### src/pkg/actuator_cfg_pkg.sv
package actuator_cfg_pkg;

   // register addresses
   localparam logic [7:0] ADDR_DRIVE_MODE_SELECT = 8'h06;
   localparam logic [7:0] ADDR_RESONANCE_TUNING  = 8'h07;

   // drive_mode_select field layout
   localparam int RING_MODE_BIT   = 0;
   localparam int OUTPUT_MODE_BIT = 1;
   localparam int RATE_LSB        = 2;
   localparam int RATE_MSB        = 4;

   localparam logic [7:0] MODE_WRITABLE_MASK = 8'h1F;
   localparam logic [7:0] MODE_RESET         = 8'h00;
   localparam logic [7:0] RESONANCE_RESET    = 8'h83;

   // resonance code conversion figures
   localparam int RES_OFFSET  = 383;
   localparam int RES_NUMER   = 19200;

   // switching rate codes
   typedef enum logic [2:0] {
      RATE_0M5 = 3'h0,
      RATE_1M  = 3'h1,
      RATE_NA2 = 3'h2,
      RATE_2M  = 3'h3,
      RATE_NA4 = 3'h4,
      RATE_4M8 = 3'h5,
      RATE_6M  = 3'h6,
      RATE_4M  = 3'h7
   } switch_rate_type;

   // switching rate in kHz, driven out for the output stage
   localparam logic [12:0] KHZ_0M5 = 13'h01F4;
   localparam logic [12:0] KHZ_1M  = 13'h03E8;
   localparam logic [12:0] KHZ_2M  = 13'h07D0;
   localparam logic [12:0] KHZ_4M8 = 13'h12C0;
   localparam logic [12:0] KHZ_6M  = 13'h1770;
   localparam logic [12:0] KHZ_4M  = 13'h0FA0;
   localparam logic [12:0] KHZ_NONE = 13'h0000;

   localparam logic [1:0] SETTLE_TWO_PERIODS = 2'h2;
   localparam logic [1:0] SETTLE_ONE_PERIOD  = 2'h1;

endpackage

### src/rtl/lens_actuator_mode_config.sv
`timescale 1ns/1ps
module lens_actuator_mode_config
   import actuator_cfg_pkg::*;
(
   // clock and reset
   input  wire logic        CORE_CLK_IN,
   input  wire logic        RESET_IN,
   input  wire logic        CLK_EN_IN,
   // register port from the serial slave
   input  wire logic [7:0]  REG_ADDR_IN,
   input  wire logic [7:0]  REG_WDATA_IN,
   input  wire logic        REG_WRITE_IN,
   input  wire logic        REG_READ_IN,
   output logic      [7:0]  REG_RDATA_OUT,
   output logic             REG_RVALID_OUT,
   // configuration towards the output stage
   output logic      [1:0]  SETTLE_PERIODS_OUT,
   output logic             LINEAR_MODE_OUT,
   output logic      [2:0]  SWITCH_RATE_SELECT_OUT,
   output logic      [12:0] SWITCH_RATE_KHZ_OUT,
   output logic             RATE_CODE_INVALID_OUT,
   output logic      [7:0]  RESONANCE_CODE_OUT
);
   import actuator_cfg_pkg::*;

   logic [7:0]      mode_r;
   logic [7:0]      mode_nxt;
   logic [7:0]      res_r;
   logic [7:0]      rdata_nxt;
   logic [12:0]     khz_nxt;
   logic            bad_nxt;
   switch_rate_type rate;

   assign mode_nxt = REG_WDATA_IN & MODE_WRITABLE_MASK;
   assign rate     = switch_rate_type'(mode_r[RATE_MSB:RATE_LSB]);

   always_ff @(posedge CORE_CLK_IN or posedge RESET_IN) begin
      if (RESET_IN) begin
         mode_r <= MODE_RESET;
      end else if (CLK_EN_IN && REG_WRITE_IN && REG_ADDR_IN == ADDR_DRIVE_MODE_SELECT) begin
         mode_r <= mode_nxt;
      end
   end

   // resonance code is stored as written; the host owns the conversion
   always_ff @(posedge CORE_CLK_IN or posedge RESET_IN) begin
      if (RESET_IN) begin
         res_r <= RESONANCE_RESET;
      end else if (CLK_EN_IN && REG_WRITE_IN && REG_ADDR_IN == ADDR_RESONANCE_TUNING) begin
         res_r <= REG_WDATA_IN;
      end
   end

   always_comb begin
      if (REG_ADDR_IN == ADDR_DRIVE_MODE_SELECT) begin
         rdata_nxt = mode_r;
      end else if (REG_ADDR_IN == ADDR_RESONANCE_TUNING) begin
         rdata_nxt = res_r;
      end else begin
         rdata_nxt = 8'h00;
      end
   end

   always_ff @(posedge CORE_CLK_IN or posedge RESET_IN) begin
      if (RESET_IN) begin
         REG_RDATA_OUT  <= 8'h00;
         REG_RVALID_OUT <= 1'b0;
      end else if (CLK_EN_IN) begin
         REG_RVALID_OUT <= REG_READ_IN;
         if (REG_READ_IN) begin
            REG_RDATA_OUT <= rdata_nxt;
         end
      end
   end

   // unavailable codes still store; they are flagged and give no rate
   always_comb begin
      bad_nxt = 1'b0;
      case (rate)
         RATE_0M5: khz_nxt = KHZ_0M5;
         RATE_1M:  khz_nxt = KHZ_1M;
         RATE_2M:  khz_nxt = KHZ_2M;
         RATE_4M8: khz_nxt = KHZ_4M8;
         RATE_6M:  khz_nxt = KHZ_6M;
         RATE_4M:  khz_nxt = KHZ_4M;
         default: begin
            khz_nxt = KHZ_NONE;
            bad_nxt = 1'b1;
         end
      endcase
   end

   // outputs follow the registers one cycle later
   always_ff @(posedge CORE_CLK_IN or posedge RESET_IN) begin
      if (RESET_IN) begin
         SETTLE_PERIODS_OUT     <= SETTLE_TWO_PERIODS;
         LINEAR_MODE_OUT        <= 1'b0;
         SWITCH_RATE_SELECT_OUT <= 3'h0;
         SWITCH_RATE_KHZ_OUT    <= KHZ_0M5;
         RATE_CODE_INVALID_OUT  <= 1'b0;
         RESONANCE_CODE_OUT     <= RESONANCE_RESET;
      end else if (CLK_EN_IN) begin
         SETTLE_PERIODS_OUT     <= mode_r[RING_MODE_BIT] ? SETTLE_ONE_PERIOD : SETTLE_TWO_PERIODS;
         LINEAR_MODE_OUT        <= mode_r[OUTPUT_MODE_BIT];
         SWITCH_RATE_SELECT_OUT <= mode_r[RATE_MSB:RATE_LSB];
         SWITCH_RATE_KHZ_OUT    <= khz_nxt;
         RATE_CODE_INVALID_OUT  <= bad_nxt;
         RESONANCE_CODE_OUT     <= res_r;
      end
   end
endmodule // lens_actuator_mode_config

### config.mk
export PLATFORM = sky130hd
export DESIGN_NAME = lens_actuator_mode_config
export DESIGN_NICKNAME = d
export VERILOG_FILES = /design/src/pkg/actuator_cfg_pkg.sv /design/src/rtl/lens_actuator_mode_config.sv
export SDC_FILE = /design/constraint.sdc
export NUM_CORES = 1
export LEC_CHECK = 0
export BUFFER_PORTS_ARGS = -buffer_cell sky130_fd_sc_hd__buf_2
export CAP_MARGIN = 20
export CORE_ASPECT_RATIO = 1.2
export CORE_MARGIN = 2
export CORE_UTILIZATION = 51
export DETAILED_ROUTE_END_ITERATION = 8
export PLACE_DENSITY = 0.88
export SLEW_MARGIN = 25
export SYNTH_ARGS = -nofsm -noshare
export SYNTH_HDL_FRONTEND = slang
export SYNTH_SLANG_ARGS = --single-unit
### constraint.sdc
create_clock -name CORE_CLK_IN -period 1.9 [get_ports CORE_CLK_IN]
set_input_delay 0.285 -clock CORE_CLK_IN [delete_from_list [all_inputs] [get_ports CORE_CLK_IN]]
set_output_delay 0.285 -clock CORE_CLK_IN [all_outputs]
set_load 0.02 [all_outputs]
==> impl_metrics.json, run 1 <==
{
  "globalRouteTotalUtil": 0.188,
  "gate_count_after_technology_mapping": 162,
  "routabilityCongestion": 0.807,
  "most-common-layout-cells": "buf_2, dfrtp_1, mux2_2, dfstp_2, nand2_1",
  "ant_nets": 0,
  "power_leakage_nw": 1.26,
  "finalInstanceArea_mm2": 0.00249,
  "grt_antenna_before_repair": 0,
  "synth_warnings": 0,
  "worstRegToRegCells": 3,
  "clock_buffer_count_from_cts": 5,
  "io_buffer_count": 55,
  "nNetsFinal": 239,
  "synth.largest_area_cell": "dfrtp_1",
  "dp_cells": 265,
  "post_cts.resized_instances": 0,
  "drt-total-wl_mm": 3.88,
  "post_cts_hold_buffer_count": 0,
  "n_fill_cell": 334,
  "final_cell_count_no_fill": 273,
  "n_antenna_cell": 0,
  "rows": 25,
  "setup_ws_ns": 0.367,
  "dp.final_hpwl_mm": 2.84,
  "hold_violations": 0,
  "power_per_cell_area_mw_per_mm2": 805,
  "min-delay-path-class": "in2async",
  "die_h_um": 73.2,
  "tightestPinTransition_ns": 0.623,
  "worstSkewPairLatency_ns": 0.30,
  "timing_max_transition_violations_final": 0,
  "critPathRequiredTime_ns": 2.09,
  "achievable-frequency_ghz": 0.652,
  "classification_of_the_worst_setup_path": "in2reg",
  "fin_tns_setup_ns": 0,
  "cp_max_fo": 5,
  "min_period_over_period": 0.807,
  "yosys-top-cells-area": "dfrtp_1, dfstp_2, mux2_2",
  "placement.cell_area_mm2": 0.00237,
  "finalSetupViolCount": 0,
  "top_level_ports": 58,
  "grt_max_degree": 38,
  "async_flop_share": 1.00,
  "cp.arrival_ns": 1.72,
  "finalWorstPathRequiredPeriod_ns": 1.53,
  "die_w_um": 61.7,
  "firstDrtPassIters": 4,
  "post-synth-top-area-fraction": 0.431,
  "max_cap_viol_count": 0,
  "global_route_wire_length_before_repair_mm": 6.25,
  "grt_setup_unrepaired": "false",
  "grt_pass1_vias": 1387,
  "detailedPlace.worstSlack_ns": 0.0393,
  "synthesis.area_mm2": 0.00203,
  "synthDistinctLibCells": 28,
  "ys_seq_area_frac": 0.598,
  "total_congestion_overflow": 0,
  "post_synth.cell_area_avg_um2": 12.6,
  "cts_tree": "built",
  "cp-end-kind": "register",
  "setup_clock_skew_after_layout_ns": 0.00588,
  "routed_via_density": 5.12,
  "post-route-drc-count": 0,
  "floorplan.die_area_mm2": 0.00451,
  "layout-drive-gt1-share": 0.511,
  "power.ir.vdd_worst_v": 0.000434,
  "layout.cells.most_common": "buf_2",
  "cts_root_buffer": "clkbuf_8",
  "synth.ff_latch_count": 48,
  "dr.first_iter.drc_count": 49,
  "timing.max_slew.rel_slack": 0.584,
  "dr_total_vias": 1399,
  "syn_to_final_growth_pct": 22.2,
  "cts_num_sinks": 48,
  "core_footprint_mm2": 0.00388,
  "timing.critical_path.from_type": "primary input",
  "routed_wire_length_per_instance_um": 14.2,
  "cts.clk_slew.worst_paths_ns": 0.09,
  "status": "finished clean",
  "synth-edff-count": 0,
  "initial_utilization": 0.525,
  "postCtsSetupBuffers": 0,
  "clk_path_buf_depth": 2,
  "synthFlopType": "dfrtp_1",
  "cts_max_level": 2
}
synthesized netlist by cell type, types with 2 or more instances:
| cell type | number |
|---|---|
| and3_1 | 3 |
| inv_1 | 12 |
| dfstp_2 | 13 |
| a22o_1 | 3 |
| dfrtp_1 | 35 |
| nor2_1 | 8 |
| clkbuf_1 | 7 |
| nand3b_1 | 2 |
| o31ai_1 | 5 |
| o22ai_1 | 4 |
| mux2i_1 | 6 |
| mux2_2 | 27 |
| xnor2_1 | 2 |
| buf_4 | 3 |
| o21ai_0 | 5 |
| nand2_1 | 12 |
| a21oi_1 | 4 |
report_power, final:
part           leakage [nW]  internal [mW]  switching, mW  total (mW)
Combinational         0.587         0.0694          0.113       0.182
Sequential            0.619           1.06         0.0227        1.08
Clock                0.0548          0.396          0.338       0.734
Total                  1.26           1.53          0.474        2.00
path summary, 6_finish.rpt:
path	from	endpoint	slack (ns)
min in group CORE_CLK_IN	REG_WDATA_IN[6]	res_r[6]	0.21
worst max register to register	mode_r[3]	SWITCH_RATE_KHZ_OUT[6]	0.53
worst min-delay path	RESET_IN	res_r[6]	0.06
worst min register to register	mode_r[0]	SETTLE_PERIODS_OUT[1]	0.47
worst max-delay path	REG_ADDR_IN[5]	mode_r[3]	0.37
max in group asynchronous	RESET_IN	SWITCH_RATE_KHZ_OUT[6]	1.21
cells by family after synthesis:
family / Yosys count / share of synthesized area
AO/OA/AOI/OAI: 23 / 0.0732
XOR/XNOR: 2 / 0.00861
buffers and inverters: 23 / 0.0480
flip-flops: 48 / 0.598
multiplexers: 33 / 0.179
other: 1 / 0.00184
AND/OR/NAND/NOR: 32 / 0.0910
state kept, by name, summed over array words and instances (netlist names):
signal / flops
SWITCH_RATE_KHZ_OUT: 11
REG_RDATA_OUT: 8
RESONANCE_CODE_OUT: 8
res_r: 8
mode_r: 5
SWITCH_RATE_SELECT_OUT: 3
SETTLE_PERIODS_OUT: 2
LINEAR_MODE_OUT: 1
RATE_CODE_INVALID_OUT: 1
REG_RVALID_OUT: 1
cell type report:
type                       instances  area (µm²)  share of cell area
sequential                        48        1220               0.490
multi-input combinational         92         723               0.291
timing repair buffer              59         318               0.128
clock buffer                       5        68.8              0.0277
tap                               54        67.6              0.0272
clock inverter                     3        46.3              0.0186
inverter                          12        45.0              0.0181
routing by layer:
metal  up-vias  wire length (µm)  global-route usage
li1        666                 -                   -
met1       697              1790               0.244
met2        34              1920               0.301
met3         2               148              0.0496
met4         0                25              0.0638
met5         -                 0                   0
metrics by stage:
step	hold slack, ns	total power [mW]	util
2_1_floorplan	0.426	1.22	-
3_3_place_gp	0.399	1.28	0.611
3_5_place_dp	0.403	1.29	0.611
4_1_cts	0.0759	2.03	0.641
5_1_grt	0.104	2.08	0.641
6_report	0.0554	2.00	0.641
worst max-delay path, stage by stage:
cell	delay (ns)
buf_2	0.10
or4_4	0.58
nor4_4	0.38
mux2_2	0.38
Note: power is estimated with default switching activity, not from simulation.
==> run 2, diff against run 1 <==
--- a/config.mk
+++ b/config.mk
@@ -9,9 +9,9 @@
 export CAP_MARGIN = 20
 export CORE_ASPECT_RATIO = 1.2
 export CORE_MARGIN = 2
-export CORE_UTILIZATION = 51
+export CORE_UTILIZATION = 46
 export DETAILED_ROUTE_END_ITERATION = 8
-export PLACE_DENSITY = 0.88
+export PLACE_DENSITY = 0.84
 export SLEW_MARGIN = 25
 export SYNTH_ARGS = -nofsm -noshare
 export SYNTH_HDL_FRONTEND = slang
==> constraint.sdc (replaced) <==
create_clock -name CORE_CLK_IN -period 1.3 [get_ports CORE_CLK_IN]
set_input_delay 0.195 -clock CORE_CLK_IN [delete_from_list [all_inputs] [get_ports CORE_CLK_IN]]
set_output_delay 0.195 -clock CORE_CLK_IN [all_outputs]
set_load 0.02 [all_outputs]
==> run 2 against run 1 <==
Against the previous run: the flow now finishes with violations (setup timing); non-clock buffer count up 13; sequential share of layout area decreased by 2.4 points; power increased by 37%; critical path depth grew 1; sequential cell count unchanged; via count rose by 3.6%; die area up 10%; final area grew 5.1%; core utilization down 2.8 points.
==> impl_metrics.json, run 2 (synthesis gave the netlist of run 1 again) <==
{
  "status": "finished, violations left",
  "failed_checks": "setup timing",
  "cts_num_sinks": 48,
  "dr_total_vias": 1449,
  "io_buffer_count": 55,
  "switchingPower_mw": 0.673,
  "firstDrtPassIters": 4,
  "power_per_cell_area_mw_per_mm2": 1050,
  "drt-total-wl_mm": 4.02,
  "post-route-drc-count": 0,
  "ant_nets": 0,
  "top_layer_used": "met4",
  "cts.clk_slew.worst_paths_ns": 0.09,
  "layout.cells.most_common": "buf_2",
  "cts_root_buffer": "clkbuf_8",
  "total_power_consumption_of_the_routed_design_mw": 2.74,
  "hold_violations": 0,
  "timing_max_transition_violations_final": 0,
  "worstSkewPairLatency_ns": 0.30,
  "power.internal_mw": 2.07,
  "share_clk_of_total_power": 0.311,
  "max_cap_viol_count": 0,
  "met3_wirelength_um": 195,
  "syn_to_final_growth_pct": 28.4,
  "routabilityCongestion": 0.805,
  "min_period_over_period": 1.03,
  "critPathRequiredTime_ns": 1.50,
  "top_level_ports": 58,
  "grt_pass1_vias": 1375,
  "total_congestion_overflow": 0,
  "min-delay-path-class": "in2reg",
  "floorplan.die_area_mm2": 0.00497,
  "timing.critical_path.from_type": "primary input",
  "cp_max_fo": 5,
  "achievable-frequency_ghz": 0.748,
  "cp.arrival_ns": 1.53,
  "cts_tree": "built",
  "route.layer.met1.wl_mm": 1.80,
  "layout-drive-gt1-share": 0.530,
  "detailroute.wirelength.met2_mm": 1.93,
  "cp-end-kind": "register",
  "setup_clock_skew_after_layout_ns": 0.00837,
  "finalWorstPathRequiredPeriod_ns": 1.34,
  "power.ir.vdd_worst_v": 0.000739,
  "classification_of_the_worst_setup_path": "in2reg",
  "globalRouteTotalUtil": 0.170,
  "nNetsFinal": 252,
  "rows": 26,
  "power.sequential.fraction": 0.577,
  "switching_share": 0.246,
  "clock_buffer_count_from_cts": 5,
  "grt_antenna_before_repair": 0,
  "most-common-layout-cells": "buf_2, dfrtp_1, mux2_2, buf_4, dfstp_2",
  "clk_path_buf_depth": 2,
  "power_leakage_nw": 1.32,
  "grt_max_degree": 49,
  "n_antenna_cell": 0,
  "routed_wire_length_per_instance_um": 13.9,
  "dr.first_iter.drc_count": 64,
  "holdPathStages": 2,
  "detailedPlace.worstSlack_ns": -0.347,
  "core_footprint_mm2": 0.00426,
  "worstRegToRegCells": 3,
  "global_route_wire_length_before_repair_mm": 6.53,
  "largest_register": "SWITCH_RATE_KHZ_OUT",
  "largest_register_ff_count": 11,
  "cts_max_level": 2,
  "routed_via_density": 5.03,
  "dp.final_hpwl_mm": 2.80,
  "grt_setup_unrepaired": "true",
  "die_h_um": 76.9,
  "setup_ws_ns": -0.0368,
  "combPwrFrac": 0.111,
  "finalSetupViolCount": 10,
  "die_w_um": 64.7,
  "initial_utilization": 0.477
}
## run 2: layout make-up
class                      instances  area [µm²]
sequential                        48        1220
timing repair buffer              72         437
fill                             344        1650
clock buffer                       7        76.3
tap                               56        70.1
inverter                          12        48.8
clock inverter                     1        8.76
multi-input combinational         92         754
## run 2: per-layer routing
layer	global-route usage	vias up
li1	-	702
met1	0.230	693
met2	0.257	47
met3	0.0499	7
met4	0.0681	0
met5	0	-
## run 2: power by group through the flow
stage,Clock [mW],Sequential (mW),Combinational [mW]
after global placement,0,1.61,0.292
final,0.853,1.58,0.305
after floorplan,0,1.65,0.138
after CTS,0.881,1.58,0.301
after detailed placement,0,1.61,0.297
after global routing,0.937,1.59,0.333
## run 2: what timing repair did
item	CTS	global route
setup endpoints to repair	11	16
endpoints found under the hold margin	35	0
gates resized for setup	1	8
setup buffers	0	0
hold buffers	1	0
gates cloned	0	0
## run 2: path summary, 6_finish.rpt
kind | start | to | slack [ns]
worst min register to register | SETTLE_PERIODS_OUT[1] | SETTLE_PERIODS_OUT[1] | 0.48
min in group asynchronous | RESET_IN | mode_r[3] | 0.50
worst max-delay path | REG_ADDR_IN[5] | mode_r[3] | -0.04
worst min-delay path | REG_WDATA_IN[7] | res_r[7] | 0.13
max in group asynchronous | RESET_IN | SETTLE_PERIODS_OUT[1] | 0.53
worst max register to register | mode_r[3] | SWITCH_RATE_KHZ_OUT[6] | 0.13
## run 2: through the flow
step	hold WS, ns	setup TNS [ns]	util	instance area, µm²	instances
final	0.126	-0.175	0.613	2610	288
after global routing	0.117	-0.348	0.613	2610	288
after CTS	0.111	-0.159	0.605	2580	288
after detailed placement	0.271	-5.75	0.582	2480	279
after global placement	0.266	-5.49	0.582	2480	279
after floorplan	0.220	-3.40	-	2040	163
## run 2: critical path: stages
cell and delay (ns):
buf_6 0.09, or4_4 0.58, nor4_4 0.14, buf_4 0.19, mux2_2 0.33
==> run 3, diff against run 2 <==
--- a/config.mk
+++ b/config.mk
@@ -9,9 +9,9 @@
 export CAP_MARGIN = 20
 export CORE_ASPECT_RATIO = 1.2
 export CORE_MARGIN = 2
-export CORE_UTILIZATION = 46
+export CORE_UTILIZATION = 55
 export DETAILED_ROUTE_END_ITERATION = 8
-export PLACE_DENSITY = 0.84
+export PLACE_DENSITY = 0.93
 export SLEW_MARGIN = 25
 export SYNTH_ARGS = -nofsm -noshare
 export SYNTH_HDL_FRONTEND = slang
==> constraint.sdc (replaced) <==
create_clock -name CORE_CLK_IN -period 1.7 [get_ports CORE_CLK_IN]
set_input_delay 0.255 -clock CORE_CLK_IN [delete_from_list [all_inputs] [get_ports CORE_CLK_IN]]
set_output_delay 0.255 -clock CORE_CLK_IN [all_outputs]
set_load 0.02 [all_outputs]
==> run 3 against run 2 <==
Against the previous run: the flow now finishes without violations; clock power decreased by 21%; register-to-register slack improved by 0.28 ns; sequential cell count unchanged; sequential share of layout area up 2.4 points; critical endpoint unchanged.
==> impl_metrics.json, run 3 (synthesis gave the netlist of run 1 again) <==
{
  "status": "finished clean",
  "grt_max_degree": 49,
  "nNetsFinal": 244,
  "grt_antenna_before_repair": 0,
  "worstSkewPairLatency_ns": 0.30,
  "cp_max_fo": 5,
  "largest_register_ff_count": 11,
  "finalWorstPathRequiredPeriod_ns": 1.46,
  "finalSetupViolCount": 0,
  "n_fill_cell": 253,
  "total_power_consumption_of_the_routed_design_mw": 2.09,
  "multiInputGateArea_um2": 723,
  "die_w_um": 59.5,
  "dp_cells": 254,
  "floorplan.die_area_mm2": 0.00420,
  "global_route_wire_length_before_repair_mm": 6.49,
  "n_antenna_cell": 0,
  "dr_total_vias": 1384,
  "total_congestion_overflow": 0,
  "globalRouteTotalUtil": 0.205,
  "timing_max_transition_violations_final": 0,
  "drt-total-wl_mm": 3.85,
  "clk_path_buf_depth": 2,
  "postCtsSetupBuffers": 0,
  "die_h_um": 70.6,
  "grt_setup_unrepaired": "false",
  "cts.clk_slew.worst_paths_ns": 0.08,
  "routabilityCongestion": 0.736,
  "power_per_cell_area_mw_per_mm2": 844,
  "core_footprint_mm2": 0.00360,
  "syn_to_final_growth_pct": 22.0,
  "cts_root_buffer": "clkbuf_8",
  "power.ir.vdd_worst_v": 0.000493,
  "layout-drive-gt1-share": 0.509,
  "ff_latch_area_mm2": 0.00122,
  "hold_violations": 0,
  "cp-end-kind": "register",
  "classification_of_the_worst_setup_path": "in2reg",
  "dr.first_iter.drc_count": 79,
  "cts_max_level": 2,
  "final_cell_count_no_fill": 263,
  "timing.critical_path.from_type": "primary input",
  "critPathRequiredTime_ns": 1.89,
  "ant_nets": 0,
  "critical_path.cell_chain": "buf_2 -> or4_4 -> nor4_4 -> buf_4 -> mux2_2",
  "cts_num_sinks": 48,
  "critical-path-max-stage-delay_ns": 0.58,
  "firstDrtPassIters": 4,
  "initial_utilization": 0.565,
  "max_cap_viol_count": 0,
  "min_period_over_period": 0.860,
  "achievable-frequency_ghz": 0.684,
  "post-route-drc-count": 0,
  "power_leakage_nw": 1.28,
  "io_buffer_count": 55,
  "setup_clock_skew_after_layout_ns": 0.00335,
  "slowest_stage": "or4_4",
  "min-delay-path-class": "in2reg",
  "cp.arrival_ns": 1.65,
  "rows": 24,
  "grt_pass1_vias": 1432,
  "routed_via_density": 5.26,
  "most-common-layout-cells": "buf_2, dfrtp_1, mux2_2, dfstp_2, nand2_1",
  "top_level_ports": 58,
  "clock_buffer_count_from_cts": 5,
  "cts_tree": "built",
  "layout.cells.most_common": "buf_2",
  "routed_wire_length_per_instance_um": 14.6,
  "dp.final_hpwl_mm": 2.85,
  "largest_register": "SWITCH_RATE_KHZ_OUT"
}
run 3: report_power, final:
group          internal (mW)  switching, mW  total [mW]
registers               1.19         0.0224        1.21
clock network          0.332          0.343       0.674
logic                 0.0839          0.127       0.211
run 3: layout make-up:
type / count / area share
Clock buffer: 8 / 0.0363
Tap cell: 39 / 0.0197
Timing Repair Buffer: 64 / 0.144
Multi-Input combinational cell: 92 / 0.291
Sequential cell: 48 / 0.490
Inverter: 12 / 0.0181
run 3: path summary, 6_finish.rpt:
kind	from	endpoint	cells after the start	slack, ns
worst max register to register	mode_r[2]	SWITCH_RATE_KHZ_OUT[6]	3	0.41
min in group asynchronous	RESET_IN	REG_RDATA_OUT[7]	4	0.52
worst min register to register	SETTLE_PERIODS_OUT[1]	SETTLE_PERIODS_OUT[1]	2	0.47
max in group asynchronous	RESET_IN	res_r[0]	4	0.90
worst max-delay path	REG_ADDR_IN[5]	mode_r[3]	5	0.24
worst min-delay path	REG_WDATA_IN[7]	res_r[7]	2	0.20
run 3: worst max-delay path, delay by kind of cell:
family / cells / cell delay (ns)
buf+inv: 2 / 0.28
mux: 1 / 0.33
simple gates: 2 / 0.79
run 3: metal layers:
layer,track usage,vias to the layer above,part of all wire
met3,0.0384,7,0.031
met4,0.0963,0,0.019
met2,0.339,25,0.52
li1,-,680,-
met1,0.255,672,0.43
met5,0,-,0
run 3: per-stage QoR:
stage	hold slack (ns)	instance area [µm²]	setup TNS (ns)	utilization	setup WS [ns]
2_1_floorplan	0.407	2040	0	-	0.0505
3_3_place_gp	0.304	2380	-0.500	0.661	-0.0667
3_5_place_dp	0.309	2380	-0.681	0.661	-0.0859
4_1_cts	0.183	2480	0	0.689	0.234
5_1_grt	0.191	2480	0	0.689	0.213
6_report	0.195	2480	0	0.689	0.237
run 3: repair_timing:
action / in CTS / in global routing
gates resized for setup: 0 / 0
hold buffers: 1 / 0
hold endpoints to repair: 35 / 0
